==> config.mk <==
export PLATFORM = sky130hd
export DESIGN_NAME = pdm_controller
export DESIGN_NICKNAME = d
export VERILOG_FILES = /design/src/verilog/pdm_pkg.sv /design/src/verilog/pdm_controller.sv
export SDC_FILE = /design/constraint.sdc
export NUM_CORES = 1
export LEC_CHECK = 0
export BUFFER_PORTS_ARGS = -buffer_cell sky130_fd_sc_hd__buf_2
export CORE_MARGIN = 4
export CORE_UTILIZATION = 32
export DETAILED_ROUTE_END_ITERATION = 16
export REMOVE_ABC_BUFFERS = 1
export SYNTH_ARGS = -nofsm -noshare
export SYNTH_HDL_FRONTEND = slang
export SYNTH_SLANG_ARGS = --single-unit
export TNS_END_PERCENT = 30
==> constraint.sdc <==
create_clock -name ref_clk -period 2.8 [get_ports ref_clk]
set_input_delay 0.14 -clock ref_clk [delete_from_list [all_inputs] [get_ports ref_clk]]
set_output_delay 0.14 -clock ref_clk [all_outputs]
set_load 0.02 [all_outputs]
==> src/verilog/pdm_pkg.sv <==
/*
 Package for the power-down mode controller: register offsets, field
 positions, reset values, mode and state encodings, timing constants.
 Assumes a 100 MHz system clock and a 32-bit Avalon-MM register bus.
*/
package pdm_pkg;

   // Register byte offsets
   localparam logic [3:0] PDM_OFS_HW_POWERDOWN_PIN_N_CTRL = 4'h0;
   localparam logic [3:0] PDM_OFS_CONTROL = 4'h4;
   localparam logic [3:0] PDM_OFS_STATUS = 4'h8;

   // Standby control register layout
   localparam int PDM_SSB_POS = 7;
   localparam logic [7:0] PDM_HW_POWERDOWN_PIN_N_CTRL_RESET = 8'h7f;
   localparam logic [6:0] PDM_HW_POWERDOWN_PIN_N_CTRL_RSVD = 7'h7f;

   // Control register field positions
   localparam int PDM_WDT_RUN_POS = 0;
   localparam int PDM_MASK_POS = 4;
   localparam logic [2:0] PDM_MASK_RESET = 3'h0;
   localparam logic PDM_WDT_RUN_RESET = 1'b0;

   // Settle time after oscillator restart on NMI exit, in ns
   localparam int PDM_OSC_SETTLE_NS = 200;
   localparam int PDM_CLK_PERIOD_NS = 10;
   localparam int PDM_OSC_SETTLE_CYC = (PDM_OSC_SETTLE_NS + PDM_CLK_PERIOD_NS - 1) / PDM_CLK_PERIOD_NS;

   typedef enum logic [2:0]
   {
      PDM_ST_RESET = 3'b000,
      PDM_ST_RUN = 3'b001,
      PDM_ST_SLEEP = 3'b010,
      PDM_ST_SW_HW_POWERDOWN_PIN_N = 3'b011,
      PDM_ST_NMI_WAKE = 3'b100,
      PDM_ST_HW_HW_POWERDOWN_PIN_N = 3'b101,
      PDM_ST_XFER = 3'b110
   } pdm_state_type;

   // Outgoing power control bundle
   typedef struct packed
   {
      logic clock_run;
      logic cpu_run;
      logic modules_run;
      logic modules_init;
      logic cpu_regs_init;
      logic ports_hiz;
   } pdm_power_type;

   // Wake request bundle from the interrupt logic
   typedef struct packed
   {
      logic irq_valid;
      logic [2:0] irq_level;
      logic irq_to_xfer;
      logic nmi;
   } pdm_wake_type;

endpackage

==> src/verilog/pdm_controller.sv <==
/*
 Power-down mode controller. Places the chip in sleep, software standby or
 hardware standby and brings it back out; drives clock, CPU and module gates.
 Assumes sleep_exec, wake and transfer signals come from logic on ref_clk;
 the two pins arrive asynchronously and are synchronised here.
*/
// The Avalon-MM register port and the placing of the registers were decided locally.
// Overview of operation
// - Sleep with select bit clear halts CPU; clock, modules, RAM, ports keep running.
// - Software standby entered only from run by sleep instruction; sleep from run by it, or after a transfer.
// - Software standby stops clock, CPU, modules; partly resets modules; keeps CPU state.
// - Software standby needs watchdog stopped and select bit set at sleep.
// - Low hardware-standby pin forces hardware standby from any state.
// - Hardware standby halts all, resets CPU registers and modules, ports high-impedance.
// - Software standby left only by NMI, reset pin low, or standby pin low.
// - Sleep ends on any interrupt, reset pin low, or standby pin low.
// - Waking interrupt starts CPU interrupt handling or a controller transfer.
// - After a waking transfer, CPU resumes unless transfer count reached zero.
// - Interrupts at or below status mask level stay pending, do not wake.
// - Disabled module interrupts make no request and cannot wake.
// - Reset pin low during sleep goes straight to reset state.
// - Bit 7 of standby control selects standby over sleep; resets to zero.
// - Setting the select bit is ignored while watchdog run bit is one.
// - Select bit clears on NMI recovery, reset, or hardware standby entry.
// - Hardware standby exit: pin high, reset held low, reset sequence on release.
`timescale 1ns/1ps

module pdm_controller
   import pdm_pkg::*;
#(
   parameter int SETTLE_CYC = PDM_OSC_SETTLE_CYC
)
(
   // Clock and reset
   input wire logic ref_clk,
   input wire logic reset_n,
   // External pins
   input wire logic chip_init_pin_n,
   input wire logic hw_powerdown_pin_n,
   // CPU and interrupt logic
   input wire logic sleep_exec,
   input wire pdm_wake_type wake,
   input wire logic module_irq_enable,
   input wire logic xfer_done,
   input wire logic xfer_count_zero,
   // Power control outputs
   output pdm_power_type power,
   output pdm_state_type mode,
   output logic cpu_resume,
   output logic irq_take,
   output logic xfer_start,
   // Avalon-MM slave
   input wire logic [3:0] avs_address,
   input wire logic avs_read,
   input wire logic avs_write,
   input wire logic [31:0] avs_writedata,
   input wire logic [3:0] avs_byteenable,
   output logic [31:0] avs_readdata,
   output logic avs_waitrequest
);

   // Settle counter is 16 bits wide and must count at least one cycle
   if (SETTLE_CYC < 1 || SETTLE_CYC > 65535)
   begin : settle_range_chk
      $error("SETTLE_CYC out of range");
   end

   ////////////////////////////////////////////////////////////////////////
   // Pin synchronisers: three stages, a change counts once stages 2 and 3 agree

   logic [2:0] hw_powerdown_pin_n_sync_reg;
   logic [2:0] init_sync_reg;
   logic hw_powerdown_pin_n_n_reg;
   logic init_n_reg;

   // Stage 1 may go metastable; only stages 2 and 3 are compared
   always_ff @(posedge ref_clk or negedge reset_n)
   begin
      if (!reset_n)
         hw_powerdown_pin_n_sync_reg <= 3'h7;
      else
         hw_powerdown_pin_n_sync_reg <= {hw_powerdown_pin_n_sync_reg[1:0], hw_powerdown_pin_n};
   end

   always_ff @(posedge ref_clk or negedge reset_n)
   begin
      if (!reset_n)
         init_sync_reg <= 3'h0;
      else
         init_sync_reg <= {init_sync_reg[1:0], chip_init_pin_n};
   end

   always_ff @(posedge ref_clk or negedge reset_n)
   begin
      if (!reset_n)
         hw_powerdown_pin_n_n_reg <= 1'b1;
      else if (hw_powerdown_pin_n_sync_reg[1] == hw_powerdown_pin_n_sync_reg[2])
         hw_powerdown_pin_n_n_reg <= hw_powerdown_pin_n_sync_reg[2];
   end

   always_ff @(posedge ref_clk or negedge reset_n)
   begin
      if (!reset_n)
         init_n_reg <= 1'b0;
      else if (init_sync_reg[1] == init_sync_reg[2])
         init_n_reg <= init_sync_reg[2];
   end

   ////////////////////////////////////////////////////////////////////////
   // Wake qualification

   logic irq_wakes;
   logic bus_wr_hit;
   logic ssb_reg;
   logic wdt_run_reg;
   logic [2:0] mask_reg;
   pdm_state_type state_reg;
   pdm_state_type state_next;
   logic [15:0] settle_reg;

   // Masked or disabled requests stay pending and do not end sleep
   assign irq_wakes = wake.irq_valid && module_irq_enable && (wake.irq_level > mask_reg);

   ////////////////////////////////////////////////////////////////////////
   // Mode state machine

   always_comb
   begin
      state_next = state_reg;
      case (state_reg)
         PDM_ST_RESET:
            if (init_n_reg)
               state_next = PDM_ST_RUN;
         PDM_ST_RUN:
            if (sleep_exec)
            begin
               if (ssb_reg && !wdt_run_reg)
                  state_next = PDM_ST_SW_HW_POWERDOWN_PIN_N;
               else
                  state_next = PDM_ST_SLEEP;
            end
         PDM_ST_SLEEP:
            if (irq_wakes || wake.nmi)
               state_next = (wake.irq_to_xfer && !wake.nmi) ? PDM_ST_XFER : PDM_ST_RUN;
         PDM_ST_XFER:
            if (xfer_done)
               state_next = xfer_count_zero ? PDM_ST_SLEEP : PDM_ST_RUN;
         PDM_ST_SW_HW_POWERDOWN_PIN_N:
            if (wake.nmi)
               state_next = PDM_ST_NMI_WAKE;
         PDM_ST_NMI_WAKE:
            if (settle_reg == 16'h0000)
               state_next = PDM_ST_RUN;
         PDM_ST_HW_HW_POWERDOWN_PIN_N:
            state_next = PDM_ST_HW_HW_POWERDOWN_PIN_N;
         default:
            state_next = PDM_ST_RESET;
      endcase
      // Reset pin overrides everything except hardware standby
      if (!init_n_reg && state_reg != PDM_ST_HW_HW_POWERDOWN_PIN_N)
         state_next = PDM_ST_RESET;
      // Standby pin low wins; on rise, go to reset and stay there until the init pin is high
      if (!hw_powerdown_pin_n_n_reg)
         state_next = PDM_ST_HW_HW_POWERDOWN_PIN_N;
      else if (state_reg == PDM_ST_HW_HW_POWERDOWN_PIN_N)
         state_next = PDM_ST_RESET;
   end

   always_ff @(posedge ref_clk or negedge reset_n)
   begin
      if (!reset_n)
         state_reg <= PDM_ST_RESET;
      else
         state_reg <= state_next;
   end

   // Oscillator settle count after NMI leaves software standby
   // Reloaded every standby cycle, so each NMI exit waits the full time
   always_ff @(posedge ref_clk or negedge reset_n)
   begin
      if (!reset_n)
         settle_reg <= 16'h0000;
      else if (state_reg == PDM_ST_SW_HW_POWERDOWN_PIN_N)
         settle_reg <= 16'(SETTLE_CYC - 1);
      else if (settle_reg != 16'h0000)
         settle_reg <= settle_reg - 16'h0001;
   end

   ////////////////////////////////////////////////////////////////////////
   // Decode functions

   // One place decides what each mode gates, so entry and exit stay consistent
   function automatic pdm_power_type power_for(input pdm_state_type st);
      pdm_power_type p;
      p = '0;
      case (st)
         PDM_ST_RUN:
         begin
            p.clock_run = 1'b1;
            p.cpu_run = 1'b1;
            p.modules_run = 1'b1;
         end
         PDM_ST_SLEEP, PDM_ST_XFER:
         begin
            p.clock_run = 1'b1;
            p.modules_run = 1'b1;
         end
         PDM_ST_NMI_WAKE:
            p.clock_run = 1'b1;
         PDM_ST_SW_HW_POWERDOWN_PIN_N:
            p.modules_init = 1'b1;
         PDM_ST_HW_HW_POWERDOWN_PIN_N:
         begin
            p.modules_init = 1'b1;
            p.cpu_regs_init = 1'b1;
            p.ports_hiz = 1'b1;
         end
         default:
         begin
            p.clock_run = 1'b1;
            p.modules_init = 1'b1;
            p.cpu_regs_init = 1'b1;
         end
      endcase
      return p;
   endfunction

   // Register decode shared by the write and read paths
   function automatic logic reg_hit(input logic [3:0] addr, input logic [3:0] ofs);
      return addr == ofs;
   endfunction

   ////////////////////////////////////////////////////////////////////////
   // Output gating

   // Gates follow the next state, so they change on the same edge as mode
   always_ff @(posedge ref_clk or negedge reset_n)
   begin
      if (!reset_n)
         power <= '0;
      else
         power <= power_for(state_next);
   end

   // Registered pulses, decoded from the transition about to be taken
   always_ff @(posedge ref_clk or negedge reset_n)
   begin
      if (!reset_n)
         cpu_resume <= 1'b0;
      else
         cpu_resume <= (state_reg == PDM_ST_XFER) && (state_next == PDM_ST_RUN);
   end

   always_ff @(posedge ref_clk or negedge reset_n)
   begin
      if (!reset_n)
         irq_take <= 1'b0;
      else
         irq_take <= (state_next == PDM_ST_RUN) && ((state_reg == PDM_ST_SLEEP)
            || (state_reg == PDM_ST_NMI_WAKE));
   end

   always_ff @(posedge ref_clk or negedge reset_n)
   begin
      if (!reset_n)
         xfer_start <= 1'b0;
      else
         xfer_start <= (state_reg == PDM_ST_SLEEP) && (state_next == PDM_ST_XFER);
   end

   assign mode = state_reg;

   ////////////////////////////////////////////////////////////////////////
   // Registers

   assign bus_wr_hit = avs_write && !avs_waitrequest;

   // Clear beats a same-edge write, so no set survives reset or hardware standby entry
   logic ssb_clear;

   assign ssb_clear = (state_next == PDM_ST_HW_HW_POWERDOWN_PIN_N) || (state_next == PDM_ST_RESET)
      || ((state_reg == PDM_ST_NMI_WAKE) && (state_next == PDM_ST_RUN));

   always_ff @(posedge ref_clk or negedge reset_n)
   begin
      if (!reset_n)
         ssb_reg <= PDM_HW_POWERDOWN_PIN_N_CTRL_RESET[PDM_SSB_POS];
      else if (ssb_clear)
         ssb_reg <= 1'b0;
      else if (bus_wr_hit && reg_hit(avs_address, PDM_OFS_HW_POWERDOWN_PIN_N_CTRL) && avs_byteenable[0])
      begin
         if (!(avs_writedata[PDM_SSB_POS] && wdt_run_reg))
            ssb_reg <= avs_writedata[PDM_SSB_POS];
      end
   end

   always_ff @(posedge ref_clk or negedge reset_n)
   begin
      if (!reset_n)
         wdt_run_reg <= PDM_WDT_RUN_RESET;
      else if (bus_wr_hit && reg_hit(avs_address, PDM_OFS_CONTROL) && avs_byteenable[0])
         wdt_run_reg <= avs_writedata[PDM_WDT_RUN_POS];
   end

   always_ff @(posedge ref_clk or negedge reset_n)
   begin
      if (!reset_n)
         mask_reg <= PDM_MASK_RESET;
      else if (bus_wr_hit && reg_hit(avs_address, PDM_OFS_CONTROL) && avs_byteenable[0])
         mask_reg <= avs_writedata[PDM_MASK_POS +: 3];
   end

   // One wait state per access keeps read data registered
   // Trade-off: every access costs a cycle, but the read mux sits behind a flop
   logic ack_reg;

   always_ff @(posedge ref_clk or negedge reset_n)
   begin
      if (!reset_n)
         ack_reg <= 1'b0;
      else
         ack_reg <= (avs_read || avs_write) && !ack_reg;
   end

   assign avs_waitrequest = (avs_read || avs_write) && !ack_reg;

   always_ff @(posedge ref_clk or negedge reset_n)
   begin
      if (!reset_n)
         avs_readdata <= 32'h0000_0000;
      else if (avs_read)
      begin
         if (reg_hit(avs_address, PDM_OFS_HW_POWERDOWN_PIN_N_CTRL))
            avs_readdata <= {24'h000000, ssb_reg, PDM_HW_POWERDOWN_PIN_N_CTRL_RSVD};
         else if (reg_hit(avs_address, PDM_OFS_CONTROL))
            avs_readdata <= {25'h0, mask_reg, 3'h0, wdt_run_reg};
         else if (reg_hit(avs_address, PDM_OFS_STATUS))
            avs_readdata <= {29'h0, state_reg};
         else
            avs_readdata <= 32'h0000_0000;
      end
   end

endmodule

Word-level counts from Yosys, hierarchy flattened. Index checks and enable logic that the tools add are counted.

$add $sub $neg: 1. Order comparisons: 1. Equality and inequality tests: 18. Mux-type cells: 27. Reduce and logical (&&, ||, !) cells: 38.

Operator list (number): 3-bit 2-to-1 mux (11); 16-bit 2-to-1 mux (2); 32-bit 2-to-1 mux (1); 3-bit == test (second input constant) (6); 3-bit case mux with 6 select lines (1); 1-bit logical AND (16); 16-bit zero test (1); 16-bit nonzero test (1); 16-bit by 1-bit subtractor with 16-bit output (second input constant) (1); 3-bit by 2-bit == test with 1-bit output (second input constant) (4); 1-bit 2-to-1 mux (10); 7-bit 2-to-1 mux (1); 3-bit by 1-bit == test with 1-bit output (second input constant) (2); 3-bit zero test (2); 1-bit zero test (5); 1-bit logical OR (5); 5-bit OR reduction (1); 4-bit by 3-bit == test with 1-bit output (second input constant) (1); 4-bit == test (second input constant) (1); 4-bit zero test (1); 2-bit nonzero test (2); 4-bit OR reduction (1); 3-bit greater-than comparator (1); 3-bit != test (second input constant) (1); other kinds (6) (7).

Register bits after elaboration: 74. Output and inout bits: 45. Logic and storage cells: 105.

Longest topological paths before layout.
Depth after elaboration: 13. Mapped depth: 9. Mapped depth without buffers: 8.

Worst setup path before layout. No wires, ideal clock.

Path type: flip-flop to flip-flop. Start: reg settle_reg[0]. End: reg irq_take. Library setup time: 0.101 ns. Arrival: 2.085 ns. Setup slack: 0.614 ns. Stages on the path, launching flop included: 10. Path buffers: 1. Cells stage by stage: dfrtp_1 > inv_1 > ha_1 > or3b_1 > clkbuf_1 > nor4_4 > nand2_2 > a31oi_1 > nand2_1 > nor4_1.

Cells in the longest elaborated chain, start to end: 8.

RTL lines: start, declared (RTL line pdm_controller.sv:119) `logic [15:0] settle_reg;`; start signal, assigned (RTL line pdm_controller.sv:184) `settle_reg <= 16'(SETTLE_CYC - 1);`; start signal, assigned (RTL line pdm_controller.sv:186) `settle_reg <= settle_reg - 16'h0001;`; 16-bit zero test (RTL line pdm_controller.sv:152) `if (settle_reg == 16'h0000)`; 3-bit 2-to-1 mux (RTL line pdm_controller.sv:152); 3-bit case mux with 6 select lines (RTL line pdm_controller.sv:130) `case (state_reg)`; 3-bit 2-to-1 mux (RTL line pdm_controller.sv:160) `if (!init_n_reg && state_reg != PDM_ST_HW_HW_POWERDOWN_PIN_N)`; 3-bit 2-to-1 mux (RTL line pdm_controller.sv:165) `else if (state_reg == PDM_ST_HW_HW_POWERDOWN_PIN_N)`; 3-bit 2-to-1 mux (RTL line pdm_controller.sv:163) `if (!hw_powerdown_pin_n_n_reg)`; 3-bit by 1-bit == test with 1-bit output (RTL line pdm_controller.sv:259) `irq_take <= (state_next == PDM_ST_RUN) && ((state_reg == PDM_ST_SLEEP)`; 1-bit logical AND (RTL line pdm_controller.sv:259); end signal, assigned (RTL line pdm_controller.sv:259); end, declared (RTL line pdm_controller.sv:50) `output logic irq_take,`.

Every way passes these cells. A chain may end at the register's enable or synchronous reset.

Worst setup path after layout. Ends and elaborated chain as after synthesis.

==> metrics.md <==
| Metric | Value |
|---|---|
| Status | finished, final reports clean |
| Internal power | 1.48 mW |
| PD cells | 717 nW/um^2 |
| Worst EP arrival | around 2.7 ns |
| Final setup fails | 0 |
| Rows | 32 |
| Most frequent cell after synthesis | dfrtp_1 |
| Post-CTS setup buffer count | 0 |
| HPWL after detailed placement | 4.08 mm |
| Synth top cells by count | 46 x dfrtp_1, 24 x buf_4, 20 x nor2_1, 16 x inv_1, 16 x nand2_1 |
| Max IR drop VDD | 0.282 mV |
| Skew final | 0.00847 ns |
| F_max | 406 MHz |
| CP Data Required Time | around 3.0 ns |
| Post-Syn Area | roughly 2600 um^2 |
| Ranking of synthesized cells by area | dfrtp_1 44%, buf_4 6.9%, dfstp_2 4.0%, xnor2_1 3.0%, nor2_1 2.9% |
| XOR/XNOR Fraction of Synth Area | 3.69% |
| Area grow syn2layout | 16.3% |
| Routed wire length | 5.23 mm |
| Slew HR | just over 50% |
| Worst Hold Class | in2reg |
| Slew @ Worst Pin | 0.729 ns |
| GPL Wtd Cong | 0.726 |
| Routed len/inst | 12.7 um |
| # clock sinks | 50 |
| Initial Util | 33.4% |
| Final hold violation count | 0 |
| Main combinational cell family by area after synthesis | simple AND/OR/NAND/NOR gates |
| Pwr Total | 2.17 mW |
| Vias in the first global route | ~1900 |
| Flop pwr share | 47.3% |
| Clk_lat worst skew | 0.30 ns |
| Mux share of post-synthesis cell area | 2.11% |
| Sw Share | between 30% and 40% |
| Critical setup path kind | reg2reg |
| Vias post-DR | 1881 |
| Clock network power share | between 20% and 30% |
| Layout cells sized above 1 | 26.0% |
| Antenna violations before repair | 0 |
| Max Slew Vio Count | 0 |
| Max FFs per register | 16 |
| Remaining Overflow, GRT | 0 |
| Clock buffer depth | 2 |
| Core footprint | 7810 um^2 |
| Pin count of the biggest net entering global routing | 34 |
| Synth area leader | dfrtp_1 |
| Period utilization | 88.0% |
| Initial DRC count | 28 |
| Async S/R FF share, synth | 100% |
| Top-Level Pins | 101 |
| Post-synthesis adder-cell area fraction | 2.69% |
| Die area | between 9000 and 10000 um^2 |
| Synth Area in Compound Gates | 10.9% |
| Clock transition at path regs | 0.09 ns |
| First-pass GRT wire length | 9.03 mm |
| Layout fillers | roughly 800 |
| Vias per Instance | 4.59 |
| Global Route Usage Sum | 11.3% |
| Net Switching | 0.694 mW |
| Cell variety after synth | 59 |
| Top-area cell type share of the netlist area | roughly 44% |
| First-pass detailed-route iteration total | 4 |
| Antenna diodes | 0 |
| Post-layout nets | 367 |
| YS warnings | 0 |
| Top FF cell, synth | dfrtp_1 |
| Root buf cell | clkbuf_8 |
| #FFs+latches synth | 50 |
| H-tree depth | 2 |
| Die width | roughly 100 um |
| CP Capture Type | flop |
| Critical Path Fanout Max | 6 |
| Die Ht | 98.3 um |
| Post-DRT Antenna Nets | 0 |
| RSZ-0062 raised after global routing | no |
| PortBufs | 46 |
| EDFF count, synth | 0 |
| Register area share after synthesis | about half |
| Synth Area per Inst | just over 10 um^2 |
| Fin crit period | 2.47 ns |
| Combinational power share | about a quarter |
| Post-Synthesis Cells | 258 |
| Simple-Gate Fraction of Synth Area | 21.4% |
| P_leak | between 1 and 1.5 nW |
| DP Worst Slack | 0.235 ns |
| Setup ws final | ~0.33 ns |
| Setup TNS Final | 0 ns |
| CTS tree | built |
| Startpoint Class | flop |
| CTS buffer count | 5 |
| Max-cap violations | 0 |
| Residual DRC | 0 |
[kinds of logic (layout without fill, tap and decap cells)]
family	Yosys count	in the layout
AOI/OAI and AO/OA	42	42
xor gates and xnor gates	11	11
adders and majority gates	6	6
buffers and inverters	49	76
DFF	50	50
muxes	5	5
other	1	24
and+or+nand+nor	94	94
[worst max-delay path, cell delays in order, from the launching register on]
cell     delay (ns)
dfrtp_1        0.44
inv_1          0.08
ha_1           0.17
or3b_1         0.48
nor4_4         0.35
nand2_2        0.17
a31oi_1        0.25
nand2_1        0.16
nor4_2         0.26
[cell type report]
cell class	count	area [um^2]	share of cell area, %
sequential	50	1260	41.4
timing repair buffer	52	283	9.33
multi-input combinational	182	1160	38.3
clock buffer	6	82.6	2.72
clock inverter	2	60.1	1.98
tap	102	128	4.21
inverter	16	60.1	1.98
[layer usage]
layer | up-vias | track usage [%] | routed length [um]
li1 | 943 | - | -
met1 | 886 | 13.7 | 2250
met2 | 47 | 19.8 | 2620
met3 | 5 | 3.07 | 308
met4 | 0 | 3.15 | 53
met5 | - | 0 | 0
[power by group through the flow]
stage               logic (mW)  clock network (mW)  registers [mW]
floorplan                0.387                   0            1.03
global placement         0.519                   0            1.03
detailed placement       0.535                   0            1.04
CTS                      0.542               0.632            1.03
global route             0.604               0.667            1.05
finish                   0.535               0.610            1.03
[repair_timing]
item | CTS | global route
hold buffers | 3 | 0
gates resized for setup | 0 | 1
endpoints found under the hold margin | 34 | 0
endpoints found under the setup margin | 0 | 1
[per-stage QoR]
step	hold WS, ns	util, %	instances	instance area (um^2)
after CTS	0.0266	38.8	410	3030
final	0.0421	38.8	410	3030
after detailed placement	0.245	36.5	399	2850
after global routing	0.0312	38.8	410	3030
after floorplan	-0.156	-	248	2470
after global placement	0.246	36.5	399	2850
[final timing paths]
path / slack [ns] / endpoint / from / depth (start not counted)
setup / recovery: 0.33 / irq_take / settle_reg[0] / 8
setup reg to reg: 0.33 / irq_take / settle_reg[0] / 8
hold reg to reg: 0.36 / init_sync_reg[1] / init_sync_reg[0] / 0
max in group asynchronous: 1.59 / hw_powerdown_pin_n_n_reg / reset_n / 3
min in group asynchronous: 0.44 / avs_readdata[0] / reset_n / 2
hold / removal: 0.04 / mask_reg[2] / avs_writedata[6] / 3
[cells in the final DEF, fill, tap and decap left out, types with 2 or more instances in the layout]
cell            n
a21oi_1         6
and3_1          3
and3b_1         2
buf_2          46
buf_4           3
bufinv_16       2
clkbuf_8        6
conb_1         24
dfrtp_1        46
dfstp_2         4
dlygate4sd3_1   3
ha_1            4
inv_1          16
maj3_1          2
mux2_2          4
nand2_1        16
nand2b_1        7
nand3_1        11
nor2_1         20
nor2b_1         3
nor3_1          5
nor3_2          2
nor3b_1         2
nor4_1          3
nor4_2          2
nor4_4          2
nor4b_1         2
o21ai_0        13
o21ai_1         2
o22ai_1         2
o31ai_1         2
or2_2           2
or3_1           3
or4_4           2
xnor2_1         9
xor2_1          2
(Power assumes the default switching activity.)
